`src/common/adcc_pkg.sv`:
```
/*
  adcc_pkg: register offsets, field positions, reset values and timing counts
  for the converter control block.
  assumes a byte-wide peripheral register port with 16-bit addresses.
*/
package adcc_pkg;
  localparam logic [15:0] ADCC_OFS_PRIO   = 16'hff28;
  localparam logic [15:0] ADCC_OFS_IEN    = 16'hff2a;
  localparam logic [15:0] ADCC_OFS_IFLAG  = 16'hff2c;
  localparam logic [15:0] ADCC_OFS_CLKCTL = 16'hff80;
  localparam logic [15:0] ADCC_OFS_PINSEL = 16'hff81;
  localparam logic [15:0] ADCC_OFS_START  = 16'hff82;
  localparam logic [15:0] ADCC_OFS_RESHI  = 16'hff83;
  localparam logic [15:0] ADCC_OFS_RESLO  = 16'hff84;

  localparam int ADCC_PRIO_LSB   = 6;
  localparam int ADCC_IEN_BIT    = 7;
  localparam int ADCC_IFLAG_BIT  = 7;
  localparam int ADCC_GATE_BIT   = 3;
  localparam int ADCC_DIV_LSB    = 0;
  localparam int ADCC_PIN_LSB    = 4;
  localparam int ADCC_START_BIT  = 7;
  localparam int ADCC_CHAN_LSB   = 0;

  localparam logic [2:0]  ADCC_DIV_RST   = 3'h0;
  localparam logic [2:0]  ADCC_DIV_SLOW  = 3'h7;
  localparam logic [1:0]  ADCC_PRIO_RST  = 2'h0;
  localparam logic [1:0]  ADCC_CHAN_RST  = 2'h0;
  localparam logic [3:0]  ADCC_PIN_RST   = 4'h0;
  localparam logic [9:0]  ADCC_RES_RST   = 10'h000;

  // converter takes this many gated converter clock ticks per conversion
  localparam int          ADCC_CONV_TICKS = 16;
  localparam int          ADCC_PRE_W      = 6;
  localparam logic [2:0]  ADCC_PIPE_RST   = 3'h0;
endpackage : adcc_pkg

```
`src/core/adcc_top.sv`:
```
/*
  adcc_top: converter control and completion interrupt logic.
  holds pin select, clock prescaler select and gate, channel select, start,
  10-bit result, interrupt priority, enable and flag registers.
  assumes: clk_sys domain; fast and slow oscillator clocks arrive as async
  levels and are sampled here; the analog core returns a result sample on
  adc_sample_data when it is asked on adc_sample_req.
*/
// Implementation choice: the plain strobed port.
`timescale 1ns/100ps
module adcc_top
  import adcc_pkg::*;
#(
  parameter int CONV_TICKS = ADCC_CONV_TICKS
) (
  input  wire logic        clk_sys,
  input  wire logic        sys_rst,
  input  wire logic [15:0] reg_addr,
  input  wire logic [7:0]  reg_wdata,
  input  wire logic        reg_wr,
  input  wire logic        reg_rd,
  output logic      [7:0]  reg_rdata,
  input  wire logic        fast_osc_clock,
  input  wire logic        slow_osc_clock,
  input  wire logic [9:0]  adc_sample_data,
  input  wire logic [1:0]  cpu_irq_mask_level,
  output logic      [3:0]  analog_pin_select,
  output logic      [1:0]  analog_channel_active,
  output logic             converter_clock_out,
  output logic             adc_sample_req,
  output logic             conv_busy,
  output logic             converter_irq_req,
  output logic      [1:0]  converter_irq_level
);
// Functional notes
// [RQ1] pin select bits make port pins analog
// [RQ2] divider field picks fast divided or slow
// [RQ3] gate bit passes selected clock, reads zero
// [RQ4] writing start one begins selected channel conversion
// [RQ5] channel field selects analog input four to seven
// [RQ6] ten-bit result split high and low
// [RQ7] result undefined until first conversion
// [RQ8] priority field sets completion interrupt level
// [RQ9] enable bit permits completion interrupt
// [RQ10] flag set when conversion finishes
// [RQ11] flag sets regardless of enable, priority
// [RQ12] request needs flag, enable, level above mask
// [RQ13] write one clears flag, reset clears
// [RQ14] software clears flag and lowers mask
// [RQ15] start only with clock, keep clock running
// [RQ16] change clock, pins only while idle
// [RQ17] channel must be an analog pin
// [RQ18] result and flag update together
// [RQ19] start during conversion is ignored

  localparam int TICK_W = $clog2(CONV_TICKS + 1);

  // registered state
  logic [3:0]            pin_sel_reg;
  logic [2:0]            div_sel_reg;
  logic                  gate_reg;
  logic [1:0]            chan_reg;
  logic [1:0]            conv_chan_reg;
  logic [1:0]            prio_reg;
  logic                  ien_reg;
  logic                  flag_reg;
  logic [9:0]            result_reg;
  logic                  busy_reg;
  logic [TICK_W-1:0]     tick_cnt_reg;
  logic [2:0]            fast_pipe_reg;
  logic [2:0]            slow_pipe_reg;
  logic                  fast_lvl_reg;
  logic                  slow_lvl_reg;
  logic [ADCC_PRE_W-1:0] pre_cnt_reg;
  logic                  conv_clk_reg;
  logic                  conv_clk_prev_reg;
  logic                  done_reg;
  logic [7:0]            rdata_reg;
  logic                  req_reg;

  // decode and next-state nets
  logic                  wr_prio;
  logic                  wr_ien;
  logic                  wr_iflag;
  logic                  wr_clk;
  logic                  wr_pin;
  logic                  wr_start;
  logic                  start_go;
  logic                  fast_rise;
  logic                  slow_rise;
  logic                  sel_clk_next;
  logic                  conv_tick;
  logic                  conv_end;
  logic [7:0]            rdata_next;

  // address match shared by write decode and read mux
  function automatic logic hit(input logic [15:0] a, input logic [15:0] ofs);
    return a == ofs;
  endfunction : hit

  // register write decode
  assign wr_prio  = reg_wr && hit(reg_addr, ADCC_OFS_PRIO);
  assign wr_ien   = reg_wr && hit(reg_addr, ADCC_OFS_IEN);
  assign wr_iflag = reg_wr && hit(reg_addr, ADCC_OFS_IFLAG);
  assign wr_clk   = reg_wr && hit(reg_addr, ADCC_OFS_CLKCTL);
  assign wr_pin   = reg_wr && hit(reg_addr, ADCC_OFS_PINSEL);
  assign wr_start = reg_wr && hit(reg_addr, ADCC_OFS_START);
  assign start_go = wr_start && reg_wdata[ADCC_START_BIT] && !busy_reg; // [RQ4] [RQ19]

  // software control registers, one process per register
  always_ff @(posedge clk_sys or posedge sys_rst) begin
    if (sys_rst) begin
      pin_sel_reg <= ADCC_PIN_RST;
    end else if (wr_pin) begin
      pin_sel_reg <= reg_wdata[ADCC_PIN_LSB +: 4]; // [RQ1]
    end
  end

  always_ff @(posedge clk_sys or posedge sys_rst) begin
    if (sys_rst) begin
      div_sel_reg <= ADCC_DIV_RST;
      gate_reg    <= 1'b0;
    end else if (wr_clk) begin
      div_sel_reg <= reg_wdata[ADCC_DIV_LSB +: 3]; // [RQ2]
      gate_reg    <= reg_wdata[ADCC_GATE_BIT]; // [RQ3]
    end
  end

  // channel field is written even while busy; the running conversion keeps its own copy
  always_ff @(posedge clk_sys or posedge sys_rst) begin
    if (sys_rst) begin
      chan_reg <= ADCC_CHAN_RST;
    end else if (wr_start) begin
      chan_reg <= reg_wdata[ADCC_CHAN_LSB +: 2]; // [RQ5]
    end
  end

  always_ff @(posedge clk_sys or posedge sys_rst) begin
    if (sys_rst) begin
      prio_reg <= ADCC_PRIO_RST;
    end else if (wr_prio) begin
      prio_reg <= reg_wdata[ADCC_PRIO_LSB +: 2]; // [RQ8]
    end
  end

  always_ff @(posedge clk_sys or posedge sys_rst) begin
    if (sys_rst) begin
      ien_reg <= 1'b0;
    end else if (wr_ien) begin
      ien_reg <= reg_wdata[ADCC_IEN_BIT]; // [RQ9]
    end
  end

  // oscillator inputs: three-stage sampling, edge when stages two and three agree
  always_ff @(posedge clk_sys or posedge sys_rst) begin
    if (sys_rst) begin
      fast_pipe_reg <= ADCC_PIPE_RST;
      fast_lvl_reg  <= 1'b0;
    end else begin
      fast_pipe_reg <= {fast_pipe_reg[1:0], fast_osc_clock};
      if (fast_pipe_reg[1] == fast_pipe_reg[2]) begin
        fast_lvl_reg <= fast_pipe_reg[2];
      end
    end
  end

  always_ff @(posedge clk_sys or posedge sys_rst) begin
    if (sys_rst) begin
      slow_pipe_reg <= ADCC_PIPE_RST;
      slow_lvl_reg  <= 1'b0;
    end else begin
      slow_pipe_reg <= {slow_pipe_reg[1:0], slow_osc_clock};
      if (slow_pipe_reg[1] == slow_pipe_reg[2]) begin
        slow_lvl_reg <= slow_pipe_reg[2];
      end
    end
  end

  function automatic logic settled_rise(input logic [2:0] pipe, input logic lvl);
    return (pipe[1] == pipe[2]) && pipe[2] && !lvl;
  endfunction : settled_rise

  assign fast_rise = settled_rise(fast_pipe_reg, fast_lvl_reg);
  assign slow_rise = settled_rise(slow_pipe_reg, slow_lvl_reg);

  // prescaler: a free counter of fast clock edges; its bits are the divided clocks
  always_comb begin
    case (div_sel_reg) // [RQ2]
      ADCC_DIV_SLOW: sel_clk_next = slow_lvl_reg;
      3'h0:          sel_clk_next = fast_lvl_reg;
      default:       sel_clk_next = pre_cnt_reg[div_sel_reg - 3'h1];
    endcase
  end

  always_ff @(posedge clk_sys or posedge sys_rst) begin
    if (sys_rst) begin
      pre_cnt_reg <= '0;
    end else if (fast_rise) begin
      pre_cnt_reg <= pre_cnt_reg + 1'b1;
    end
  end

  // gated clock and its delayed copy give one tick per converter clock rise
  always_ff @(posedge clk_sys or posedge sys_rst) begin
    if (sys_rst) begin
      conv_clk_reg      <= 1'b0;
      conv_clk_prev_reg <= 1'b0;
    end else begin
      conv_clk_reg      <= gate_reg && sel_clk_next; // [RQ3]
      conv_clk_prev_reg <= conv_clk_reg;
    end
  end

  assign conv_tick = conv_clk_reg && !conv_clk_prev_reg;

  // conversion sequencer: counts gated converter clock ticks
  assign conv_end = busy_reg && conv_tick && (tick_cnt_reg == TICK_W'(CONV_TICKS - 1));

  always_ff @(posedge clk_sys or posedge sys_rst) begin
    if (sys_rst) begin
      busy_reg <= 1'b0;
    end else if (start_go) begin
      busy_reg <= 1'b1; // [RQ4]
    end else if (conv_end) begin
      busy_reg <= 1'b0;
    end
  end

  always_ff @(posedge clk_sys or posedge sys_rst) begin
    if (sys_rst) begin
      tick_cnt_reg <= '0;
    end else if (start_go) begin
      tick_cnt_reg <= '0;
    end else if (busy_reg && conv_tick && !conv_end) begin
      tick_cnt_reg <= tick_cnt_reg + 1'b1;
    end
  end

  always_ff @(posedge clk_sys or posedge sys_rst) begin
    if (sys_rst) begin
      conv_chan_reg <= ADCC_CHAN_RST;
    end else if (start_go) begin
      conv_chan_reg <= reg_wdata[ADCC_CHAN_LSB +: 2]; // [RQ5] [RQ19]
    end
  end

  // sample request pulse to the analog core
  always_ff @(posedge clk_sys or posedge sys_rst) begin
    if (sys_rst) begin
      done_reg <= 1'b0;
    end else begin
      done_reg <= conv_end;
    end
  end

  // result capture strobe, high in the same cycle as the sample request
  always_ff @(posedge clk_sys or posedge sys_rst) begin
    if (sys_rst) begin
      req_reg <= 1'b0;
    end else begin
      req_reg <= conv_end;
    end
  end

  // result capture; no reset so content is undefined until first completion
  always_ff @(posedge clk_sys) begin
    if (req_reg) begin
      result_reg <= adc_sample_data; // [RQ6] [RQ7] [RQ18]
    end
  end

  // completion flag: set wins over a same-cycle write-one clear
  always_ff @(posedge clk_sys or posedge sys_rst) begin
    if (sys_rst) begin
      flag_reg <= 1'b0; // [RQ13]
    end else if (req_reg) begin
      flag_reg <= 1'b1; // [RQ10] [RQ11] [RQ18]
    end else if (wr_iflag && reg_wdata[ADCC_IFLAG_BIT]) begin
      flag_reg <= 1'b0; // [RQ13]
    end
  end

  // read mux; unmapped addresses return zero
  always_comb begin
    rdata_next = 8'h00;
    if (hit(reg_addr, ADCC_OFS_PRIO)) begin
      rdata_next[ADCC_PRIO_LSB +: 2] = prio_reg;
    end else if (hit(reg_addr, ADCC_OFS_IEN)) begin
      rdata_next[ADCC_IEN_BIT] = ien_reg;
    end else if (hit(reg_addr, ADCC_OFS_IFLAG)) begin
      rdata_next[ADCC_IFLAG_BIT] = flag_reg;
    end else if (hit(reg_addr, ADCC_OFS_CLKCTL)) begin
      rdata_next[ADCC_DIV_LSB +: 3] = div_sel_reg; // [RQ3]
    end else if (hit(reg_addr, ADCC_OFS_PINSEL)) begin
      rdata_next[ADCC_PIN_LSB +: 4] = pin_sel_reg;
    end else if (hit(reg_addr, ADCC_OFS_START)) begin
      rdata_next[ADCC_CHAN_LSB +: 2] = chan_reg; // [RQ4]
    end else if (hit(reg_addr, ADCC_OFS_RESHI)) begin
      rdata_next = result_reg[9:2]; // [RQ6]
    end else if (hit(reg_addr, ADCC_OFS_RESLO)) begin
      rdata_next[1:0] = result_reg[1:0]; // [RQ6]
    end
  end

  // read data stands one cycle after the strobe, zero otherwise
  always_ff @(posedge clk_sys or posedge sys_rst) begin
    if (sys_rst) begin
      rdata_reg <= 8'h00;
    end else if (reg_rd) begin
      rdata_reg <= rdata_next;
    end else begin
      rdata_reg <= 8'h00;
    end
  end

  // interrupt request towards the processor, one cycle behind the flag
  always_ff @(posedge clk_sys or posedge sys_rst) begin
    if (sys_rst) begin
      converter_irq_req <= 1'b0;
    end else begin
      converter_irq_req <= flag_reg && ien_reg && (prio_reg > cpu_irq_mask_level); // [RQ12]
    end
  end

  always_ff @(posedge clk_sys or posedge sys_rst) begin
    if (sys_rst) begin
      converter_irq_level <= ADCC_PRIO_RST;
    end else begin
      converter_irq_level <= prio_reg; // [RQ8]
    end
  end

  assign reg_rdata             = rdata_reg;
  assign analog_pin_select     = pin_sel_reg;
  assign analog_channel_active = conv_chan_reg;
  assign converter_clock_out   = conv_clk_reg;
  assign adc_sample_req        = done_reg;
  assign conv_busy             = busy_reg;
endmodule : adcc_top

```
`config.mk`:
```
export PLATFORM = sky130hd
export DESIGN_NAME = adcc_top
export DESIGN_NICKNAME = d
export VERILOG_FILES = /design/src/common/adcc_pkg.sv /design/src/core/adcc_top.sv
export SDC_FILE = /design/constraint.sdc
export NUM_CORES = 1
export LEC_CHECK = 0
export ABC_CLOCK_PERIOD_IN_PS = 2950
export BUFFER_PORTS_ARGS = -buffer_cell sky130_fd_sc_hd__buf_4
export CAP_MARGIN = 0
export CORE_MARGIN = 2
export CORE_UTILIZATION = 40
export CTS_CLUSTER_SIZE = 25
export DETAILED_ROUTE_END_ITERATION = 6
export HOLD_SLACK_MARGIN = 0.02
export SLEW_MARGIN = 20
export SYNTH_ARGS = -nofsm -noshare
export SYNTH_HDL_FRONTEND = slang
export SYNTH_SLANG_ARGS = --single-unit
```
`constraint.sdc`:
```
create_clock -name clk_sys -period 2.95 [get_ports clk_sys]
set_clock_uncertainty 0.1 [all_clocks]
set_input_delay 0.4425 -clock clk_sys [delete_from_list [all_inputs] [get_ports clk_sys]]
set_output_delay 0.4425 -clock clk_sys [all_outputs]
set_load 0.02 [all_outputs]
```
==> results.md <==
* Layout net count at 329
* DR pass1 iterations at 4
* R2R Setup Slk at 0.99 ns
* RSZ-0062 raised after global routing: no
* Worst-skew pair later-pin latency at between 0.3 and 0.4 ns
* Power Total at 1.75 mW
* CTS tree: built
* Tmin final at 1.96 ns
* Crit path launch type: input pin
* Diode count at 0
* YS warnings at 0
* CP Max Fanout at 13
* Worst rel slew slack at between 50% and 60%
* #FFs+latches synth at 60
* Area leader, netlist: dfrtp_1
* Worst Min Path Start: fast_osc_clock
* CP endpoint kind: flop
* Ys flop type: dfrtp_1
* Dpl hpwl at 3970 um
* First-pass GRT wire length at 8890 um
* Initial DRC Count at 86
* Cts repair resizes at 0
* Clock root cell: clkbuf_8
* Syn Std Cell Area at 2720 sq um
* Reg-to-Reg Start: tick_cnt_reg[0]$_DFFE_PP0P_
* Slew @ Worst Pin at 0.705 ns
* Clock transition at the registers of the reported paths at 0.07 ns
* Total die area at roughly 7500 sq um
* Synth-to-Final Area Change at 26.8%
* Die Wd at approximately 86 um
* Number of flops mapped to enable cells by yosys at 10
* Antenna violations before repair at 0
* Vias in the first global route at 1866
* Yosys cell types at 51
* Share of layout cells above drive strength 1 at 36.7%
* Maxcap violations at 0
* Rows at 30
* Post-Syn Nets at 262
* Setup violators final at 0
* Via Count at roughly 1900
* Post-place setup slack at 0.648 ns
* Kind of critical path: in -> reg
* CP arrival at 2.07 ns
* Starting Density at slightly above 40%
* Status: finished clean
* PortBufs at 61
* I/O pin count at 62
* Setup_tns at 0 ns
* Final worst slack at between 0.9 and 1 ns
* Clock Sinks at 60
* Core box area at between 6000 and 7000 sq um
* PwrDens at approximately 500 nW/um^2
* Max FFs per register at 10
* Post-DP Area at 3260 sq um
* Worst endpoint required time at about 3 ns
* Finished Cell Area at ~3400 sq um
* Mapped Avg Cell Area at ~13 sq um
* Slew Viols, Final at 0
* Number of hold buffers added after CTS at 0
* Leakage at 1.60 nW
* CTS max path bufs at 2
* Detail-routed via count per cell at 5.13
* VDD IR-drop max at roughly 0.36 mV
* DRC at 0
* Post-CTS setup buffer count at 0
* Grt total ovfl at 0
* Main area contributors after synthesis: dfrtp_1, edfxtp_1, mux2_2, ha_1, mux2i_1
* Final-report hold violation count at 0
* Sequential area share after synthesis at 57.1%
* Worst Setup SP: reg_addr[2]
* Total Wirelength at about 5400 um
* Max Fclk at 512 MHz
* Gr usage total at 15.7%
* Die Ht at approximately 86 um
* Crit share post-route at approximately 66%
* Largest net degree at the start of global routing at just over 50
* Hold WC Path Type: in -> reg
* Htree depth at 3
* Post-route ant nets at 0
* Post-Synthesis Cells at between 200 and 250
* FFs w/ async S/R, synth at 83.3%
* Final GP Congestion at approximately 0.78
* Wirelength per Cell at 15.0 um
* Num CTS Buffers at 9
* Hold slack final at 0.120 ns
* Yosys top cell area share at a little under half
-- cell families (layout without fill, tap and decap cells) --
family	count (synthesis)	in the layout	share of synthesized area, %
buffers and inverters	18	90	2.67
adders and majority gates	10	10	4.51
and+or+nand+nor	68	68	16.5
DFF	60	60	57.1
muxes	25	25	10.5
AOI/OAI and AO/OA	22	22	6.12
xor gates and xnor gates	8	8	2.58
-- routing by layer --
layer | part of all wire [%] | global-route usage (%)
met1 | 45 | 20.5
met2 | 47 | 24.5
met3 | 6.6 | 3.62
met4 | 1.8 | 8.10
met5 | 0 | 0
-- synth_stat cells, drive strengths merged (3+ instances only) --
| cell type | count |
|---|---|
| a211oi | 4 |
| clkbuf | 6 |
| dfrtp | 50 |
| edfxtp | 10 |
| ha | 9 |
| inv | 10 |
| mux2 | 18 |
| mux2i | 6 |
| nand2 | 15 |
| nand3 | 3 |
| nand4 | 7 |
| nor2 | 13 |
| nor4 | 4 |
| o21ai | 4 |
| xnor2 | 4 |
| xor2 | 4 |
-- final timing paths --
kind                                                        end  depth (start not counted)
max in group asynchronous      analog_pin_select[2]$_DFFE_PP0P_                          3
max reg2reg                         tick_cnt_reg[3]$_DFFE_PP0P_                          8
min                                  fast_pipe_reg[0]$_DFF_PP0_                          1
min in group asynchronous      analog_pin_select[1]$_DFFE_PP0P_                          3
max                        analog_channel_active[1]$_DFFE_PP0P_                          5
min reg2reg                          fast_pipe_reg[1]$_DFF_PP0_                          0
-- critical path, cell delays in order --
cell,delay [ns]
buf_4,0.17
or4b_4,0.55
nor4_4,0.23
and4b_1,0.32
mux2_1,0.35
-- final cells by class --
cell class / instances / area, sq um
flip-flops and latches: 60 / 1550
inverters: 10 / 37.5
clock inverters: 2 / 10.0
multi-input cells: 133 / 1090
well taps: 80 / 100
repair buffers: 64 / 480
fillers: 630 / 3240
clock buffers: 14 / 173
-- where the power goes --
| group | leakage [nW] | total, mW | switching (mW) | internal [mW] |
|---|---|---|---|---|
| registers | 0.731 | 0.917 | 0.0371 | 0.880 |
| logic | 0.768 | 0.160 | 0.0699 | 0.0903 |
| clock network | 0.0965 | 0.672 | 0.300 | 0.372 |
-- stage by stage --
step | util [%] | instances
2_1_floorplan | - | 211
3_3_place_gp | 48.8 | 347
3_5_place_dp | 48.8 | 347
4_1_cts | 51.6 | 363
5_1_grt | 51.6 | 363
6_report | 51.6 | 363
-- layout by cell type, fill, tap and decap left out, types with 2 or more instances in the layout --
| cell type | netlist | final |
|---|---|---|
| buf_4 | 1 | 64 |
| dfrtp_1 | 50 | 50 |
| mux2_2 | 16 | 16 |
| nand2_1 | 15 | 15 |
| nor2_1 | 13 | 13 |
| clkbuf_8 | 0 | 12 |
| edfxtp_1 | 10 | 10 |
| inv_1 | 10 | 9 |
| ha_1 | 9 | 9 |
| nand4_1 | 7 | 7 |
| mux2i_1 | 6 | 6 |
| o21ai_0 | 4 | 4 |
| xor2_1 | 4 | 4 |
| a211oi_1 | 4 | 4 |
| xnor2_1 | 4 | 4 |
| nor4_1 | 3 | 3 |
| nand3_1 | 3 | 3 |
| nor4bb_1 | 2 | 2 |
| nand3b_1 | 2 | 2 |
| or4b_4 | 2 | 2 |
| and4b_1 | 2 | 2 |
| nor2b_1 | 2 | 2 |
| or3_1 | 2 | 2 |
| nor4b_1 | 2 | 2 |
| and3_1 | 2 | 2 |
| nand4b_1 | 2 | 2 |
| a21oi_1 | 2 | 2 |
| nand2b_1 | 2 | 2 |
| mux2_1 | 2 | 2 |
| clkinv_2 | 0 | 2 |
| clkbuf_1 | 6 | 2 |
No activity file was read; power rests on OpenSTA's default activity.
